**config.mk**
```make
export PLATFORM = sky130hd
export DESIGN_NAME = cace_core
export DESIGN_NICKNAME = d
export VERILOG_FILES = /design/src/cace_pkg.sv /design/src/cace_core.sv
export VERILOG_INCLUDE_DIRS = /design/src
export SDC_FILE = /design/constraint.sdc
export NUM_CORES = 1
export LEC_CHECK = 0
export ABC_AREA = 0
export BUFFER_PORTS_ARGS = -buffer_cell sky130_fd_sc_hd__buf_2
export CAP_MARGIN = 10
export CORE_ASPECT_RATIO = 0.5
export CORE_MARGIN = 2
export CORE_UTILIZATION = 45
export DETAILED_ROUTE_END_ITERATION = 10
export PLACE_DENSITY_LB_ADDON = 0.2
export SLEW_MARGIN = 25
export SYNTH_ARGS = -nofsm -noshare
export SYNTH_HDL_FRONTEND = slang
export SYNTH_SLANG_ARGS = --single-unit
```
**constraint.sdc**
```tcl
create_clock -name clk -period 3.42 [get_ports clk]
set_clock_uncertainty 0.2 [all_clocks]
set_input_delay 0.684 -clock clk [delete_from_list [all_inputs] [get_ports clk]]
set_output_delay 0.684 -clock clk [all_outputs]
set_load 0.01 [all_outputs]
```
**src/cace_map.svh**
```systemverilog
// Constants of the call, add, and and compare-jump execution block
`ifndef CACE_MAP_SVH
`define CACE_MAP_SVH
// Reset values
`define CACE_RST_PC 16'h0000
`define CACE_RST_STACK 8'h07
`define CACE_RST_ACC 8'h00
// Opcode fields
`define CACE_OP_CALL_LO 5'h11
`define CACE_OP_JUMP_LO 5'h01
`define CACE_HI_ADD 4'h2
`define CACE_HI_ADDWC 4'h3
`define CACE_HI_AND 4'h5
`define CACE_HI_CMPJ 4'hB
`define CACE_OP_AND_C 8'h82
`define CACE_OP_AND_CN 8'hB0
// Bit address to byte address
`define CACE_BIT_RAM_BASE 8'h20
`define CACE_BIT_SFR_LIMIT 8'h80
`endif

```
**src/cace_pkg.sv**
```systemverilog
// Types of the call, add, and and compare-jump execution block
package cace_pkg;
    // Sequencer states, Gray coded along fetch, operand and execute
    typedef enum logic [3:0] {
        S_FETCH = 4'h0, S_OPC = 4'h1, S_B2 = 4'h3, S_B3 = 4'h2,
        S_ADDR = 4'h6, S_PTR = 4'h7, S_OPND = 4'h5, S_EXEC = 4'h4,
        S_PUSH = 4'hC
    } cace_state_e;
    // Instruction kinds handled here
    typedef enum logic [3:0] {
        K_NONE, K_CALL, K_JUMP, K_ADD, K_ADDWC, K_AND_A, K_AND_DA,
        K_AND_DI, K_AND_C, K_AND_CN, K_CMPJ
    } cace_kind_e;
    // Source operand modes
    typedef enum logic [2:0] {
        M_NONE, M_REG, M_DIR, M_IND, M_IMM, M_BIT
    } cace_mode_e;
    typedef struct packed {
        cace_kind_e kind;
        cace_mode_e mode;
        logic [1:0] len;
    } cace_dec_s;
    typedef struct packed {
        logic carry;
        logic aux_carry_flag;
        logic signed_range_flag;
    } cace_flags_s;
    typedef struct packed {
        logic [15:0] addr;
        logic rd;
    } cace_prog_req_s;
    typedef struct packed {
        logic [7:0] addr;
        logic rd;
        logic wr;
        logic [7:0] wdata;
        logic indirect;
        logic rmw;
    } cace_data_req_s;
    typedef struct packed {
        cace_state_e state;
        logic [15:0] pc;
        logic [7:0] stack_pointer_reg;
        logic [7:0] acc;
        cace_flags_s flags;
        logic [7:0] opc;
        logic [7:0] b2;
        logic [7:0] b3;
        logic [7:0] opnd;
        cace_prog_req_s prog_req;
        cace_data_req_s data_req;
        logic retire;
        logic bad_op;
    } cace_regs_s;
endpackage : cace_pkg

```
**src/cace_core.sv**
```systemverilog
// Execution core for absolute call/jump, add, logical and, compare-jump
`timescale 1ns/1ps
`include "cace_map.svh"

module cace_core (
    input wire logic clk,
    input wire logic resetn,
    input wire logic ce,
    input wire logic [1:0] reg_bank,
    output cace_pkg::cace_prog_req_s prog_req,
    input wire logic [7:0] prog_data,
    output cace_pkg::cace_data_req_s data_req,
    input wire logic [7:0] data_rdata,
    output logic [15:0] pc,
    output logic [7:0] stack_pointer_reg,
    output logic [7:0] acc,
    output cace_pkg::cace_flags_s flags,
    output logic retire,
    output logic bad_op
);
    import cace_pkg::*;

    // ============================================================
    // Decode
    // ============================================================
    // Opcode to kind, source mode and length
    function automatic cace_dec_s decode(input logic [7:0] op);
        cace_dec_s d;
        d = '{kind: K_NONE, mode: M_NONE, len: 2'd1};
        if (op[4:0] == `CACE_OP_CALL_LO) begin
            d = '{kind: K_CALL, mode: M_NONE, len: 2'd2};
        end else if (op[4:0] == `CACE_OP_JUMP_LO) begin
            d = '{kind: K_JUMP, mode: M_NONE, len: 2'd2};
        end else if (op == `CACE_OP_AND_C) begin
            d = '{kind: K_AND_C, mode: M_BIT, len: 2'd2};
        end else if (op == `CACE_OP_AND_CN) begin
            d = '{kind: K_AND_CN, mode: M_BIT, len: 2'd2};
        end else if (op[7:4] == `CACE_HI_CMPJ && op[3:2] != 2'b00) begin
            d.kind = K_CMPJ;
            d.len = 2'd3;
            if (op[3]) begin
                d.mode = M_REG;
            end else if (op[1]) begin
                d.mode = M_IND;
            end else begin
                d.mode = op[0] ? M_DIR : M_IMM;
            end
        end else if (op[7:4] == `CACE_HI_ADD || op[7:4] == `CACE_HI_ADDWC
                     || op[7:4] == `CACE_HI_AND) begin
            if (op[7:4] == `CACE_HI_ADD) begin
                d.kind = K_ADD;
            end else if (op[7:4] == `CACE_HI_ADDWC) begin
                d.kind = K_ADDWC;
            end else begin
                d.kind = K_AND_A;
            end
            // Source mode from low nibble
            if (op[3]) begin
                d.mode = M_REG;
            end else if (op[3:1] == 3'b011) begin
                d.mode = M_IND;
            end else if (op[3:0] == 4'h5) begin
                d = '{kind: d.kind, mode: M_DIR, len: 2'd2};
            end else if (op[3:0] == 4'h4) begin
                d = '{kind: d.kind, mode: M_IMM, len: 2'd2};
            end else if (d.kind == K_AND_A && op[3:0] == 4'h2) begin
                d = '{kind: K_AND_DA, mode: M_DIR, len: 2'd2};
            end else if (d.kind == K_AND_A && op[3:0] == 4'h3) begin
                d = '{kind: K_AND_DI, mode: M_DIR, len: 2'd3};
            end else begin
                d = '{kind: K_NONE, mode: M_NONE, len: 2'd1};
            end
        end
        return d;
    endfunction : decode

    // Bit address to the byte that holds it
    function automatic logic [7:0] bit_byte(input logic [7:0] b);
        logic [7:0] a;
        a = {b[7:3], 3'b000};
        if (b < `CACE_BIT_SFR_LIMIT) begin
            a = `CACE_BIT_RAM_BASE + {4'h0, b[6:3]};
        end
        return a;
    endfunction : bit_byte

    cace_regs_s r;
    cace_regs_s n;
    cace_dec_s dec;
    logic [7:0] src;
    logic [7:0] first;
    logic [7:0] second;
    logic cin;
    logic bit_val;
    logic [8:0] sum9;
    logic [4:0] lo5;
    logic [7:0] lo8;
    logic [15:0] call_target;

    // ============================================================
    // Datapath
    // ============================================================
    // Operand selection and the adder with its carries
    always_comb begin
        dec = decode(r.opc);
        src = (dec.mode == M_IMM) ? r.b2 : r.opnd;
        cin = (dec.kind == K_ADDWC) & r.flags.carry;
        sum9 = {1'b0, r.acc} + {1'b0, src} + {8'h00, cin};
        lo5 = {1'b0, r.acc[3:0]} + {1'b0, src[3:0]} + {4'h0, cin};
        lo8 = {1'b0, r.acc[6:0]} + {1'b0, src[6:0]} + {7'h00, cin};
        // Accumulator forms compare against direct or immediate
        first = (dec.mode == M_DIR || dec.mode == M_IMM) ? r.acc : r.opnd;
        second = (dec.mode == M_DIR) ? r.opnd : r.b2;
        bit_val = r.opnd[r.b2[2:0]];
        call_target = {r.pc[15:11], r.opc[7:5], r.b2};
    end

    // ============================================================
    // Sequencer
    // ============================================================
    // Next state of every register
    always_comb begin
        n = r;
        n.prog_req.rd = 1'b0;
        n.data_req.rd = 1'b0;
        n.data_req.wr = 1'b0;
        n.data_req.rmw = 1'b0;
        n.retire = 1'b0;
        n.bad_op = 1'b0;
        case (r.state)
            S_FETCH: begin
                n.prog_req = '{addr: r.pc, rd: 1'b1};
                n.state = S_OPC;
            end
            S_OPC: begin
                n.opc = prog_data;
                if (decode(prog_data).len != 2'd1) begin
                    n.prog_req = '{addr: r.pc + 16'h0001, rd: 1'b1};
                    n.state = S_B2;
                end else begin
                    n.state = S_ADDR;
                end
            end
            S_B2: begin
                n.b2 = prog_data;
                if (dec.len == 2'd3) begin
                    n.prog_req = '{addr: r.pc + 16'h0002, rd: 1'b1};
                    n.state = S_B3;
                end else begin
                    n.state = S_ADDR;
                end
            end
            S_B3: begin
                n.b3 = prog_data;
                n.state = S_ADDR;
            end
            S_ADDR: begin
                // Advance past the instruction, wrapping
                n.pc = r.pc + {14'h0000, dec.len};
                n.data_req.indirect = 1'b0;
                n.data_req.rd = 1'b1;
                n.state = S_OPND;
                case (dec.mode)
                    M_REG: n.data_req.addr = {3'b000, reg_bank, r.opc[2:0]};
                    M_DIR: begin
                        n.data_req.addr = r.b2;
                        // Direct destinations read the port latch
                        n.data_req.rmw = (dec.kind == K_AND_DA)
                                         || (dec.kind == K_AND_DI);
                    end
                    M_BIT: n.data_req.addr = bit_byte(r.b2);
                    M_IND: begin
                        n.data_req.addr = {3'b000, reg_bank, 2'b00, r.opc[0]};
                        n.state = S_PTR;
                    end
                    default: begin
                        n.data_req.rd = 1'b0;
                        n.state = S_EXEC;
                    end
                endcase
                if (dec.kind == K_NONE) begin
                    n.bad_op = 1'b1;
                    n.state = S_FETCH;
                end
            end
            S_PTR: begin
                n.data_req.addr = data_rdata;
                n.data_req.indirect = 1'b1;
                n.data_req.rd = 1'b1;
                n.state = S_OPND;
            end
            S_OPND: begin
                n.opnd = data_rdata;
                n.state = S_EXEC;
            end
            S_EXEC: begin
                n.retire = 1'b1;
                n.state = S_FETCH;
                case (dec.kind)
                    K_CALL: begin
                        // Push return low byte
                        n.stack_pointer_reg = r.stack_pointer_reg + 8'h01;
                        n.data_req.addr = r.stack_pointer_reg + 8'h01;
                        n.data_req.wdata = r.pc[7:0];
                        n.data_req.indirect = 1'b1;
                        n.data_req.wr = 1'b1;
                        n.retire = 1'b0;
                        n.state = S_PUSH;
                    end
                    K_JUMP: n.pc = call_target;
                    K_ADD, K_ADDWC: begin
                        n.acc = sum9[7:0];
                        n.flags.carry = sum9[8];
                        n.flags.aux_carry_flag = lo5[4];
                        n.flags.signed_range_flag = sum9[8] ^ lo8[7];
                    end
                    K_AND_A: n.acc = r.acc & src;
                    K_AND_DA, K_AND_DI: begin
                        n.data_req.wdata = r.opnd & ((dec.kind == K_AND_DA)
                                                     ? r.acc : r.b3);
                        n.data_req.wr = 1'b1;
                    end
                    K_AND_C: n.flags.carry = r.flags.carry & bit_val;
                    K_AND_CN: n.flags.carry = r.flags.carry & ~bit_val;
                    K_CMPJ: begin
                        n.flags.carry = first < second;
                        if (first != second) begin
                            n.pc = r.pc + {{8{r.b3[7]}}, r.b3};
                        end
                    end
                    default: n.retire = 1'b1;
                endcase
            end
            S_PUSH: begin
                // Push return high byte and jump
                n.stack_pointer_reg = r.stack_pointer_reg + 8'h01;
                n.data_req.addr = r.stack_pointer_reg + 8'h01;
                n.data_req.wdata = r.pc[15:8];
                n.data_req.indirect = 1'b1;
                n.data_req.wr = 1'b1;
                n.pc = call_target;
                n.retire = 1'b1;
                n.state = S_FETCH;
            end
            default: n.state = S_FETCH;
        endcase
    end

    // State register, frozen while ce is low
    always_ff @(posedge clk or negedge resetn) begin
        if (!resetn) begin
            r <= '0;
            r.state <= S_FETCH;
            r.pc <= `CACE_RST_PC;
            r.stack_pointer_reg <= `CACE_RST_STACK;
            r.acc <= `CACE_RST_ACC;
        end else if (ce) begin
            r <= n;
        end
    end

    // Outputs straight from the state register
    assign prog_req = r.prog_req;
    assign data_req = r.data_req;
    assign pc = r.pc;
    assign stack_pointer_reg = r.stack_pointer_reg;
    assign acc = r.acc;
    assign flags = r.flags;
    assign retire = r.retire;
    assign bad_op = r.bad_op;

    // ============================================================
    // Checks
    // ============================================================
    logic exec_ce;
    assign exec_ce = ce && r.state == S_EXEC;

    call_push_lo_a: assert property (@(posedge clk) disable iff (!resetn)
        exec_ce && dec.kind == K_CALL |=> r.data_req.wr
        && r.data_req.addr == $past(r.stack_pointer_reg) + 8'h01
        && r.data_req.wdata == $past(r.pc[7:0]))
        else $error("call low byte push wrong");

    call_target_a: assert property (@(posedge clk) disable iff (!resetn)
        ce && r.state == S_PUSH |=> r.pc[10:0] == {$past(r.opc[7:5]), $past(r.b2)}
        && r.pc[15:11] == $past(r.pc[15:11]) && r.data_req.wdata == $past(r.pc[15:8]))
        else $error("call target or high push wrong");

    jump_page_a: assert property (@(posedge clk) disable iff (!resetn)
        exec_ce && dec.kind == K_JUMP |=> r.pc[15:11] == $past(r.pc[15:11])
        && r.pc[10:8] == $past(r.opc[7:5]) && r.pc[7:0] == $past(r.b2) && retire)
        else $error("jump left page");

    add_carry_a: assert property (@(posedge clk) disable iff (!resetn)
        exec_ce && dec.kind == K_ADD |=> flags.carry
        == ((9'({1'b0, $past(r.acc)}) + 9'({1'b0, $past(src)})) > 9'h0FF))
        else $error("add carry wrong");

    signed_range_a: assert property (@(posedge clk) disable iff (!resetn)
        exec_ce && dec.kind == K_ADD |=> flags.signed_range_flag
        == ($past(r.acc[7]) == $past(src[7]) && acc[7] != $past(r.acc[7])))
        else $error("signed range flag wrong");

    and_flags_a: assert property (@(posedge clk) disable iff (!resetn)
        exec_ce && dec.kind == K_AND_A |=> $stable(flags)
        && acc == ($past(r.acc) & $past(src)))
        else $error("and changed flags or result");

    and_rmw_a: assert property (@(posedge clk) disable iff (!resetn)
        ce && r.state == S_ADDR && (dec.kind == K_AND_DI || dec.kind == K_AND_DA)
        |=> data_req.rmw && data_req.rd && ce ##1 ce ##1 data_req.wr
        && data_req.addr == $past(data_req.addr, 2))
        else $error("direct and not from latch");

    bit_and_a: assert property (@(posedge clk) disable iff (!resetn)
        exec_ce && dec.kind == K_AND_CN |=> flags.carry
        == ($past(r.flags.carry) && !$past(bit_val)) && !data_req.wr)
        else $error("inverted bit and wrong");

    cmp_carry_a: assert property (@(posedge clk) disable iff (!resetn)
        exec_ce && dec.kind == K_CMPJ |=> flags.carry == ($past(first) < $past(second))
        && !data_req.wr)
        else $error("compare carry wrong");

    cmp_branch_a: assert property (@(posedge clk) disable iff (!resetn)
        exec_ce && dec.kind == K_CMPJ && first == second |=> $stable(pc))
        else $error("compare branched when equal");

    call_seen_c: cover property (@(posedge clk) disable iff (!resetn)
        ce && r.state == S_PUSH);
    cmp_taken_c: cover property (@(posedge clk) disable iff (!resetn)
        exec_ce && dec.kind == K_CMPJ && first != second);
    and_direct_c: cover property (@(posedge clk) disable iff (!resetn)
        exec_ce && dec.kind == K_AND_DI);
endmodule : cace_core

```
# Word level (Yosys, flattened, before mapping)
# Cells that the tools add are included.
[classes]
n_addsub = 12
magnitude_cmp = 3
eq_ne = 64
mux = 86
bitwise = 8
reduce_logical = 43
[op_table]
columns = ["cell", "n"]
rows = [
  ["$mux 9", 12],
  ["$eq 4x3->1 const B", 16],
  ["$mux 4", 16],
  ["$mux 8", 8],
  ["$pmux 8 s4", 2],
  ["$pmux 17 s3", 1],
  ["$eq 4x2->1 const B", 12],
  ["$pmux 16 s3", 1],
  ["$pmux 9 s2", 2],
  ["$mux 17", 2],
  ["$eq 8x8->1 const B", 4],
  ["$pmux 16 s2", 1],
  ["$pmux 4 s8", 1],
  ["$pmux 8 s2", 2],
  ["$mux 3", 10],
  ["$eq 4x4->1 const B", 6],
  ["$mux 2", 11],
  ["$reduce_and 3->1", 6],
  ["$add 16x1->16 const B", 1],
  ["$add 16x16->16", 1],
  ["$add 16x2->16", 1],
  ["$add 16x2->16 const B", 1],
  ["$and 8x8->8", 2],
  ["$mux 16", 1],
  ["other kinds (45)", 96],
]
[totals]
regBits = 110
wordCells = 238

# Depth between registers and ports, before layout
# Gate-level depths: netlist of run 1.
[depth]
depth_word = 30
depth_mapped = 17
depth_no_buf = 15

# Worst setup path before layout of run 1
# OpenSTA, ideal clock, no wires.
[synth_timing]
path_kind = "register -> register"
startpoint = "register r[67] (netlist bit)"
endpoint = "register, netlist name pc[6]"
setup_ns = 0.135
arrival_ns = 3.396
required_time_ns = 3.085
setup_slack_ns = -0.311
stages_incl_launch_ff = 15
path_buffers = 2
synth_period_minus_slack_ns = 3.731
cell_sequence = "dfrtp_1 > or3b_1 > a2111oi_4 > a21oi_2 > nand4_2 > and2_1 > buf_4 > mux2_2 > ha_1 > nand4_1 > nor2_1 > nor2_1 > o211ai_1 > clkbuf_1 > o22ai_1"
[synth_via]
elab_chain_cells = 29
elab_cells_between_ends = 52
cone_classes = "1 x add/sub; 16 x eq/ne; 28 x mux; 7 x reduce/logical"
[synth_lines]
columns = ["element", "line", "rtl"]
rows = [
  ["from (decl)", "cace_core.sv:87", "cace_regs_s r;"],
  ["from (signal assigned)", "cace_core.sv:258", "r <= n;"],
  ["$eq 4x2->1 (no source line)", "n/a", ""],
  ["$mux 1", "cace_core.sv:52", "end else if (op[7:4] == `CACE_HI_ADDWC) begin"],
  ["$mux 3", "cace_core.sv:50", "if (op[7:4] == `CACE_HI_ADD) begin"],
  ["$mux 4", "cace_core.sv:48", "end else if (op[7:4] == `CACE_HI_ADD || op[7:4] == `CACE_HI_ADDWC"],
  ["$mux 4", "cace_core.sv:38", "end else if (op[7:4] == `CACE_HI_CMPJ && op[3:2] != 2'b00) begin"],
  ["$mux 4", "cace_core.sv:36", "end else if (op == `CACE_OP_AND_CN) begin"],
  ["$mux 4", "cace_core.sv:34", "end else if (op == `CACE_OP_AND_C) begin"],
  ["$mux 4", "cace_core.sv:32", "end else if (op[4:0] == `CACE_OP_JUMP_LO) begin"],
  ["[... 13 more ...]", "n/a", ""],
  ["$mux 9", "cace_core.sv:32", ""],
  ["$mux 9 (*)", "cace_core.sv:30", "if (op[4:0] == `CACE_OP_CALL_LO) begin"],
  ["$eq 3x2->1 / $eq 3x3->1 (equally long branches)", "cace_core.sv:112, cace_core.sv:113", ""],
  ["$logic_or 1x1->1", "cace_core.sv:112", "first = (dec.mode == M_DIR || dec.mode == M_IMM) ? r.acc : r.opnd;"],
  ["$mux 8", "cace_core.sv:112", ""],
  ["$ne 8x8->1", "cace_core.sv:227", "if (first != second) begin"],
  ["$ne 3x3->1 (no source line)", "n/a", ""],
  ["$reduce_and 4->1 (no source line)", "n/a", ""],
]
# Mark *: on every way between the ends. The rest lies on a longest branch, timed or not. The select of a mux whose other input is x is not followed.
# A chain may end at the register's enable or synchronous reset.

# Worst setup path after layout of run 1
[layout_timing]
startpoint = "register r (netlist bit call_target[8])"
endpoint = "register, netlist name pc[14]"
[layout_via]
elab_chain_cells = 29
elab_cells_between_ends = 50
cone_classes = "1 x add/sub; 15 x eq/ne; 27 x mux; 7 x reduce/logical"
[layout_lines]
columns = ["element", "line"]
rows = [
  ["$eq 4x2->1 (no source line)", "n/a"],
  ["$mux 1", "cace_core.sv:52"],
  ["$mux 3", "cace_core.sv:50"],
  ["$mux 4", "cace_core.sv:48"],
  ["$mux 4", "cace_core.sv:38"],
  ["$mux 4", "cace_core.sv:36"],
  ["$mux 4", "cace_core.sv:34"],
  ["$mux 4", "cace_core.sv:32"],
  ["[... 13 more ...]", "n/a"],
  ["$mux 9 (*)", "cace_core.sv:32"],
  ["$mux 9 (*)", "cace_core.sv:30"],
  ["$eq 3x2->1 / $eq 3x3->1 (equally long branches)", "cace_core.sv:112, cace_core.sv:113"],
  ["$logic_or 1x1->1", "cace_core.sv:112"],
  ["$mux 8", "cace_core.sv:112"],
  ["$ne 8x8->1", "cace_core.sv:227"],
  ["$ne 2x2->1 (no source line)", "n/a"],
  ["$reduce_and 6->1 (no source line)", "n/a"],
]
# Marks and branches as above.

==> results of run 1 <==
[power breakdown]
part / switching (mW) / internal (mW) / total (mW)
Sequential: 0.792 / 1.79 / 2.58
Combinational: 3.21 / 2.69 / 5.90
Clock: 0.549 / 0.600 / 1.15
[metrics by stage]
step / worst slack [ns] / cells / power [mW] / cell area (um2)
final: -0.239 / 1321 / 9.63 / 10200
after global routing: -0.407 / 1321 / 10.3 / 10200
after CTS: -0.212 / 1314 / 9.35 / 9980
after detailed placement: -0.359 / 1287 / 8.02 / 9510
after global placement: -0.282 / 1287 / 7.94 / 9510
after floorplan: -0.124 / 977 / 6.32 / 8870
[what timing repair did]
| action | CTS | global route |
|---|---|---|
| gates cloned | 1 | 0 |
| endpoints found under the hold margin | 0 | 0 |
| setup buffers | 10 | 7 |
| setup endpoints to repair | 22 | 23 |
| resized for setup | 15 | 37 |
| pin swaps | 16 | 16 |
[worst paths after layout]
kind / to / from / slack (ns)
setup reg to reg: pc[14] / call_target[8] / -0.24
min in group clk: prog_req[13] / prog_req[13] / 0.28
hold / removal: flags[1] / resetn / 0.02
hold reg to reg: prog_req[13] / prog_req[13] / 0.28
max in group asynchronous: prog_req[6] / resetn / 2.19
setup / recovery: pc[14] / call_target[8] / -0.24
[final cells by class]
type / count / area, um2 / share of cell area
Multi-Input combinational cell: 720 / 5420 / 0.533
Sequential cell: 110 / 2760 / 0.271
Timing Repair Buffer: 191 / 1260 / 0.124
Tap cell: 259 / 324 / 0.0319
Inverter: 25 / 93.8 / 0.00923
Clock buffer: 11 / 243 / 0.0239
Clock inverter: 5 / 66.3 / 0.00652
[cell families (layout without fill, tap and decap cells)]
logic type	after synthesis	after routing
adders and majority gates	40	40
and+or+nand+nor	289	290
buffers and inverters	148	232
DFF	110	110
AOI/OAI and AO/OA	270	270
muxes	76	76
xor gates and xnor gates	44	44
[per-layer routing]
metal  wire length (um)  part of all wire  global-route usage  vias up
met5                  0                 0                   0        -
li1                   -                 -                   -     3656
met1              13500              0.48               0.400     3886
met2              12400              0.44               0.436      299
met4                361             0.013              0.0507        0
met3               2020             0.071              0.0504       29
[synth_stat cells (all sizes together), types with 21 or more instances]
cell	instances	area share
dfrtp	107	0.31
buf	87	0.073
nand2	82	0.035
nor2	78	0.035
o21ai	70	0.042
a21oi	65	0.038
mux2	48	0.062
clkbuf	36	0.016
ha	36	0.052
nor3	29	0.019
mux2i	26	0.030
inv	25	0.011
nand3	23	0.013
xnor2	23	0.023
xor2	21	0.021
==> results_tabular.tex, run 1 <==
\begin{tabular}{lr}
\hline
Metric & Value \\
\hline
\multicolumn{2}{l}{\textbf{Synth}} \\
Synthesized-area fraction occupied by adder cells & 0.0611 \\
Most instantiated flip-flop cell in the synthesis netlist & sky130\_fd\_sc\_hd\_\_dfrtp\_1 \\
Mean Syn Cell Area & $\sim$9 um2 \\
Area fraction in compound gates after synthesis & 0.216 \\
Number of flops mapped to enable cells by yosys & 0 \\
Share of flip-flops with an asynchronous set or reset & 1.00 \\
Count of mapped cells out of synthesis & around 1000 \\
Xor/xnor share of the synthesized area & 0.0444 \\
Portion of the post-synthesis area used by sequential elements & 0.318 \\
Fraction of the mapped netlist area in simple logic gates & 0.164 \\
Synth warn & 0 \\
Count of distinct cell types in the synthesized netlist & 89 \\
Post-Syn Area & about 8700 um2 \\
Multiplexer share of the synthesized area & 0.0974 \\
Dominant combinational cell family by area after synthesis & compound AO/OA/AOI/OAI gates \\
Synth Net Count & 1038 \\
Synth Register Bits & 110 \\
\multicolumn{2}{l}{\textbf{STA}} \\
Final period util & 1.07 \\
Crit path time final & about 3.7 ns \\
Worst-case setup margin in the final layout & -0.239 ns \\
Max-Slew Margin vs Limit & 0.515 \\
Number of setup violations in the final report & 18 \\
Max frequency & 273 MHz \\
Pin slew with the least headroom to its limit & about 0.72 ns \\
Hold violation total from the final report & 0 \\
RSZ-0062 raised after global routing & true \\
Hold WS & roughly 0.023 ns \\
Total count of max-transition violations in the final report & 0 \\
Final setup TNS & -3.40 ns \\
\multicolumn{2}{l}{\textbf{Setup path}} \\
Type of origin of the critical path & flip-flop \\
Chain of cells forming the critical path & buf\_4, buf\_4, nor3b\_2, o21ai\_0, a22o\_1, nand4\_4, and2\_4, mux2\_4, ha\_4, nand4\_1, nor2\_2, nor2\_2, o211ai\_1, buf\_4, or3\_4, o221ai\_2 \\
Critical Path End Type & flip-flop \\
Logic depth of the worst setup path including buffers & 16 \\
Req. time, crit path & between 3 and 4 ns \\
Buffers and inverters on the worst path & 3 \\
Critical-path top delay cell & sky130\_fd\_sc\_hd\_\_dfrtp\_2 \\
Critical-path maximum fanout & 5 \\
Delay of the slowest cell on the worst path & 0.44 ns \\
Most used cell, CP & sky130\_fd\_sc\_hd\_\_buf\_4 \\
Cell depth of the worst flop-to-flop path & 16 \\
Path type of the worst setup path & reg2reg \\
Dominant delay contributor by cell family on the critical path & simple AND/OR/NAND/NOR gates \\
Data arrival at the endpoint of the critical path & between 3 and 4 ns \\
\multicolumn{2}{l}{\textbf{Detailed routing}} \\
Violation count after the first detailed-routing iteration & a little under 800 \\
Post-Route WL & approximately 28000 um \\
Number of iterations in the first detailed-routing pass & 6 \\
Remaining design rule violation count & 0 \\
Vias & 7870 \\
DR vias/cell & 5.96 \\
Number of nets with antenna violations after routing & 0 \\
Routed wire per std cell & 21.4 um \\
\multicolumn{2}{l}{\textbf{Power and ir drop}} \\
Leakage power & roughly 4.5 nW \\
Pwr Density & between 900 and 1000 nW/um2 \\
Worst supply voltage drop on vdd & just over 0.4 mV \\
\multicolumn{2}{l}{\textbf{Placement}} \\
RD Place Congestion & between 1 and 1.5 \\
Post-detail-place hpwl & between 20000 and 25000 um \\
IO Port Bufs & between 90 and 100 \\
\multicolumn{2}{l}{\textbf{Clock tree}} \\
Level count of the clock H-tree & 3 \\
Clk pin slew, worst setup/hold paths & 0.09 ns \\
Clock Sinks & 110 \\
Cell at the root of the clock tree & sky130\_fd\_sc\_hd\_\_clkbuf\_16 \\
Clock tree from TritonCTS & yes \\
Maximum clock path buffer count & 2 \\
Count of hold buffers inserted by post-cts repair & 0 \\
Inserted Clock Buffers & 9 \\
Clock network latency to the later pin of the worst-skew pair & 0.37 ns \\
\multicolumn{2}{l}{\textbf{Floorplanning}} \\
Number of top-level design ports & 95 \\
Die area & between 20000 and 25000 um2 \\
Effective utilization at floorplan & 0.465 \\
Core Rows & 35 \\
Core area & 18700 um2 \\
Die Span X & roughly 200 um \\
Overall die height & 102 um \\
\multicolumn{2}{l}{\textbf{Layout}} \\
Count of filler cells inserted in the layout & between 1.5k and 2k \\
Most flop-heavy register & r \\
Top library cells by usage in the layout, fill and taps aside & sky130\_fd\_sc\_hd\_\_dfrtp\_1 (104), sky130\_fd\_sc\_hd\_\_buf\_2 (93), sky130\_fd\_sc\_hd\_\_buf\_4 (90), sky130\_fd\_sc\_hd\_\_nand2\_1 (81), sky130\_fd\_sc\_hd\_\_nor2\_1 (73) \\
End-of-flow core utilization & 0.545 \\
Antenna Diode Count & 0 \\
Most common cell after layout, fill and taps aside & sky130\_fd\_sc\_hd\_\_dfrtp\_1 \\
Net total in the final layout & 1118 \\
Share of final-layout standard cells stronger than drive strength 1 & 0.317 \\
Synth-to-Final Area Change & 17.2\% \\
Largest register FFs & 25 \\
\multicolumn{2}{l}{\textbf{GRT}} \\
Total global routing track utilization & 0.276 \\
Global-route wire length before repair & around 44000 um \\
Initial antenna violation count & 1 \\
Maximum number of pins on one net before global-route repair & 52 \\
Via count of the first global-routing pass & 7484 \\
Residual overflow from global routing & 0 \\
\multicolumn{2}{l}{\textbf{Flow run}} \\
Max\_cap viols & 0 \\
\multicolumn{2}{l}{\textbf{Outcome}} \\
Result of the run & complete, but fails checks \\
Violations in the final reports & setup timing \\
\multicolumn{2}{l}{\textbf{Worst hold path}} \\
Path type of the worst min-delay path & in2async \\
\hline
\end{tabular}
Power figures use the tool's default switching activity.
==> run 2: changes to the inputs <==
==> constraint.sdc (replaced) <==
create_clock -name clk -period 4.6 [get_ports clk]
set_clock_uncertainty 0.2 [all_clocks]
set_input_delay 0.92 -clock clk [delete_from_list [all_inputs] [get_ports clk]]
set_output_delay 0.92 -clock clk [all_outputs]
set_load 0.01 [all_outputs]
==> run 2 against run 1 <==
  * The flow now finishes without violations
  * First-iteration DRC count is 2.1% lower
  * Non-clock buffer count shrank 83
  * Design area shrank 10%
  * Largest power group unchanged
  * Largest cell class unchanged
  * Combinational power is 43% lower
==> results_tabular.tex, run 2 (synthesized netlist as in run 1, its figures left out) <==
\begin{tabular}{lr}
\hline
Metric & Value \\
\hline
\multicolumn{2}{l}{\textbf{STA}} \\
Hold violation total from the final report & 0 (unchanged) \\
Pin slew with the least headroom to its limit & 0.993 ns (+0.274 ns) \\
Max-Slew Margin vs Limit & 0.336 (-0.180) \\
Hold WS & 0.280 ns (+0.258 ns) \\
Worst-case setup margin in the final layout & 0.313 ns (+0.552 ns) \\
Total count of max-transition violations in the final report & 0 (unchanged) \\
Max frequency & 233 MHz (-15\%) \\
Final setup TNS & 0 ns (+3.40 ns) \\
Final period util & 0.932 (-0.138) \\
RSZ-0062 raised after global routing & false \\
Crit path time final & 4.29 ns (+0.628 ns) \\
Number of setup violations in the final report & 0 (-18) \\
\multicolumn{2}{l}{\textbf{Clock tree}} \\
Clock tree from TritonCTS & yes \\
Number of buffers inserted by post-CTS setup repair & 0 (-10) \\
Cell at the root of the clock tree & sky130\_fd\_sc\_hd\_\_clkbuf\_16 \\
Maximum clock path buffer count & 2 (unchanged) \\
Level count of the clock H-tree & 3 (unchanged) \\
Clock Sinks & 110 (unchanged) \\
Clock network latency to the later pin of the worst-skew pair & 0.36 ns (about the same) \\
Inserted Clock Buffers & 9 (unchanged) \\
Clk pin slew, worst setup/hold paths & 0.08 ns (about the same) \\
\multicolumn{2}{l}{\textbf{Setup path}} \\
Cell depth of the worst flop-to-flop path & 14 (-2) \\
Delay of the slowest cell on the worst path & 0.50 ns (+0.06 ns) \\
Origin of the worst setup path & r[67] \\
Most used cell, CP & sky130\_fd\_sc\_hd\_\_nor2\_1 \\
Type of origin of the critical path & flip-flop \\
Critical Path End Type & flip-flop \\
Req. time, crit path & 4.67 ns (+1.18 ns) \\
Chain of cells forming the critical path & or3b\_1, a2111oi\_4, a21oi\_2, nand4\_2, and2\_2, mux2\_1, ha\_1, nand4\_1, nor2\_1, nor2\_1, o211ai\_1, buf\_4, or3\_1, o21ai\_0 \\
Data arrival at the endpoint of the critical path & 4.36 ns (+0.63 ns) \\
Critical-path maximum fanout & 23 (+18) \\
Reg-to-reg slack, setup & 0.31 ns (+0.55 ns) \\
Critical register-to-register path startpoint & r[67] \\
Critical register-to-register path endpoint & pc[11] \\
Last element of the critical path & pc[11] \\
Path type of the worst setup path & reg2reg \\
Critical-path top delay cell & sky130\_fd\_sc\_hd\_\_dfrtp\_1 \\
\multicolumn{2}{l}{\textbf{Detailed routing}} \\
Violation count after the first detailed-routing iteration & 763 (-2.1\%) \\
Remaining design rule violation count & 0 (unchanged) \\
Routed wire per std cell & 20.9 um (-1.9\%) \\
Number of nets with antenna violations after routing & 0 (unchanged) \\
Vias & 7437 (-5.5\%) \\
Post-Route WL & 25900 um (-8.2\%) \\
DR vias/cell & 6.01 (+0.92\%) \\
Number of iterations in the first detailed-routing pass & 5 (-1) \\
\multicolumn{2}{l}{\textbf{Power and ir drop}} \\
Worst supply voltage drop on vdd & 0.254 mV (-38\%) \\
Leakage power & 3.97 nW (-12\%) \\
Pwr Density & 680 nW/um2 (-28\%) \\
\multicolumn{2}{l}{\textbf{Placement}} \\
RD Place Congestion & 0.915 (-8.9\%) \\
Post-Place Worst Slack & 0.249 ns (+0.608 ns) \\
Post-detail-place hpwl & 19700 um (-7.7\%) \\
Instance count after placement with tap cells included & 1221 (-5.1\%) \\
IO Port Bufs & 94 (unchanged) \\
\multicolumn{2}{l}{\textbf{Floorplanning}} \\
Die area & 20500 um2 (unchanged) \\
Effective utilization at floorplan & 0.465 (unchanged) \\
Overall die height & 102 um (unchanged) \\
Die Span X & 200 um (unchanged) \\
Core area & 18700 um2 (unchanged) \\
Core Rows & 35 (unchanged) \\
Number of top-level design ports & 95 (unchanged) \\
\multicolumn{2}{l}{\textbf{Layout}} \\
Top library cells by usage in the layout, fill and taps aside & sky130\_fd\_sc\_hd\_\_dfrtp\_1 (107), sky130\_fd\_sc\_hd\_\_buf\_2 (93), sky130\_fd\_sc\_hd\_\_nand2\_1 (82), sky130\_fd\_sc\_hd\_\_nor2\_1 (76), sky130\_fd\_sc\_hd\_\_o21ai\_0 (65) \\
Net total in the final layout & 1034 (-7.5\%) \\
Post-route insts no fill & 1237 (-6.4\%) \\
Largest register FFs & 25 (unchanged) \\
Most flop-heavy register & r \\
Share of final-layout standard cells stronger than drive strength 1 & 0.204 (-0.113) \\
Most common cell after layout, fill and taps aside & sky130\_fd\_sc\_hd\_\_dfrtp\_1 \\
Antenna Diode Count & 0 (unchanged) \\
Synth-to-Final Area Change & 4.87\% \\
\multicolumn{2}{l}{\textbf{GRT}} \\
Total global routing track utilization & 0.256 (-0.0202) \\
Residual overflow from global routing & 0 (unchanged) \\
Maximum number of pins on one net before global-route repair & 65 (+25\%) \\
Global-route wire length before repair & 40500 um (-7.4\%) \\
Via count of the first global-routing pass & 6886 (-8.0\%) \\
Initial antenna violation count & 0 (-1) \\
\multicolumn{2}{l}{\textbf{Flow run}} \\
Max\_cap viols & 0 (unchanged) \\
\multicolumn{2}{l}{\textbf{Outcome}} \\
Result of the run & finished, final reports clean \\
\multicolumn{2}{l}{\textbf{Worst hold path}} \\
Path type of the worst min-delay path & reg2reg \\
\hline
\end{tabular}
## run 2: changes by cell type in the layout (fill, tap and decap cells not counted), sizes merged
cell | previous run | this run
clkinv | 1 | 2
bufinv | 1 | 0
and2 | 6 | 5
buf | 191 | 108
## run 2: layer usage
layer | up-vias | share of wire | global-route usage
met2 | 285 | 0.43 | 0.391
li1 | 3503 | - | -
met1 | 3630 | 0.49 | 0.384
met3 | 19 | 0.068 | 0.0408
met5 | - | 0 | 0
met4 | 0 | 0.012 | 0.0496
## run 2: worst min-delay path by stage
stage | startpoint | end | slack [ns] | cells after the start
6_report | prog_req[10] | prog_req[10] | 0.28 | 2
5_1_grt | prog_req[11] | prog_req[11] | 0.31 | 1
4_1_cts | prog_req[8] | prog_req[8] | 0.29 | 2
3_5_place_dp | prog_req[8] | prog_req[8] | 0.27 | 2
3_3_place_gp | prog_req[12] | prog_req[12] | 0.26 | 2
2_1_floorplan | prog_req[10] | prog_req[10] | 0.25 | 2
## run 2: repair_timing
item | CTS | global route
endpoints found under the hold margin | 0 | 0
endpoints found under the setup margin | 0 | 4
hold buffers | 0 | 0
gates resized for setup | 0 | 1
## run 2: critical path, delay by kind of cell (launching register included)
| family | cells | cell delay (ns) |
|---|---|---|
| buffers and inverters | 1 | 0.22 |
| and+or+nand+nor | 7 | 1.73 |
| DFF | 1 | 0.50 |
| AOI/OAI and AO/OA | 4 | 0.88 |
| adders and majority gates | 1 | 0.31 |
| muxes | 1 | 0.35 |
## run 2: power breakdown
group	switching (mW)	internal [mW]
sequential	0.733	1.32
clock	0.392	0.375
combinational	1.90	1.46
## run 2: final cells by class
class,count,area [um2]
clock inverters,5,42.5
multi-input cells,719,5070
flip-flops and latches,110,2760
fillers,1836,9550
repair buffers,108,578
inverters,25,93.8
well taps,259,324
clock buffers,11,233
## run 2: through the flow
step,utilization,power [mW],cell area [um2]
floorplan,-,4.54,8680
global placement,0.473,5.33,8820
detailed placement,0.473,5.37,8820
CTS,0.488,6.16,9100
global route,0.488,6.69,9100
finish,0.488,6.19,9100
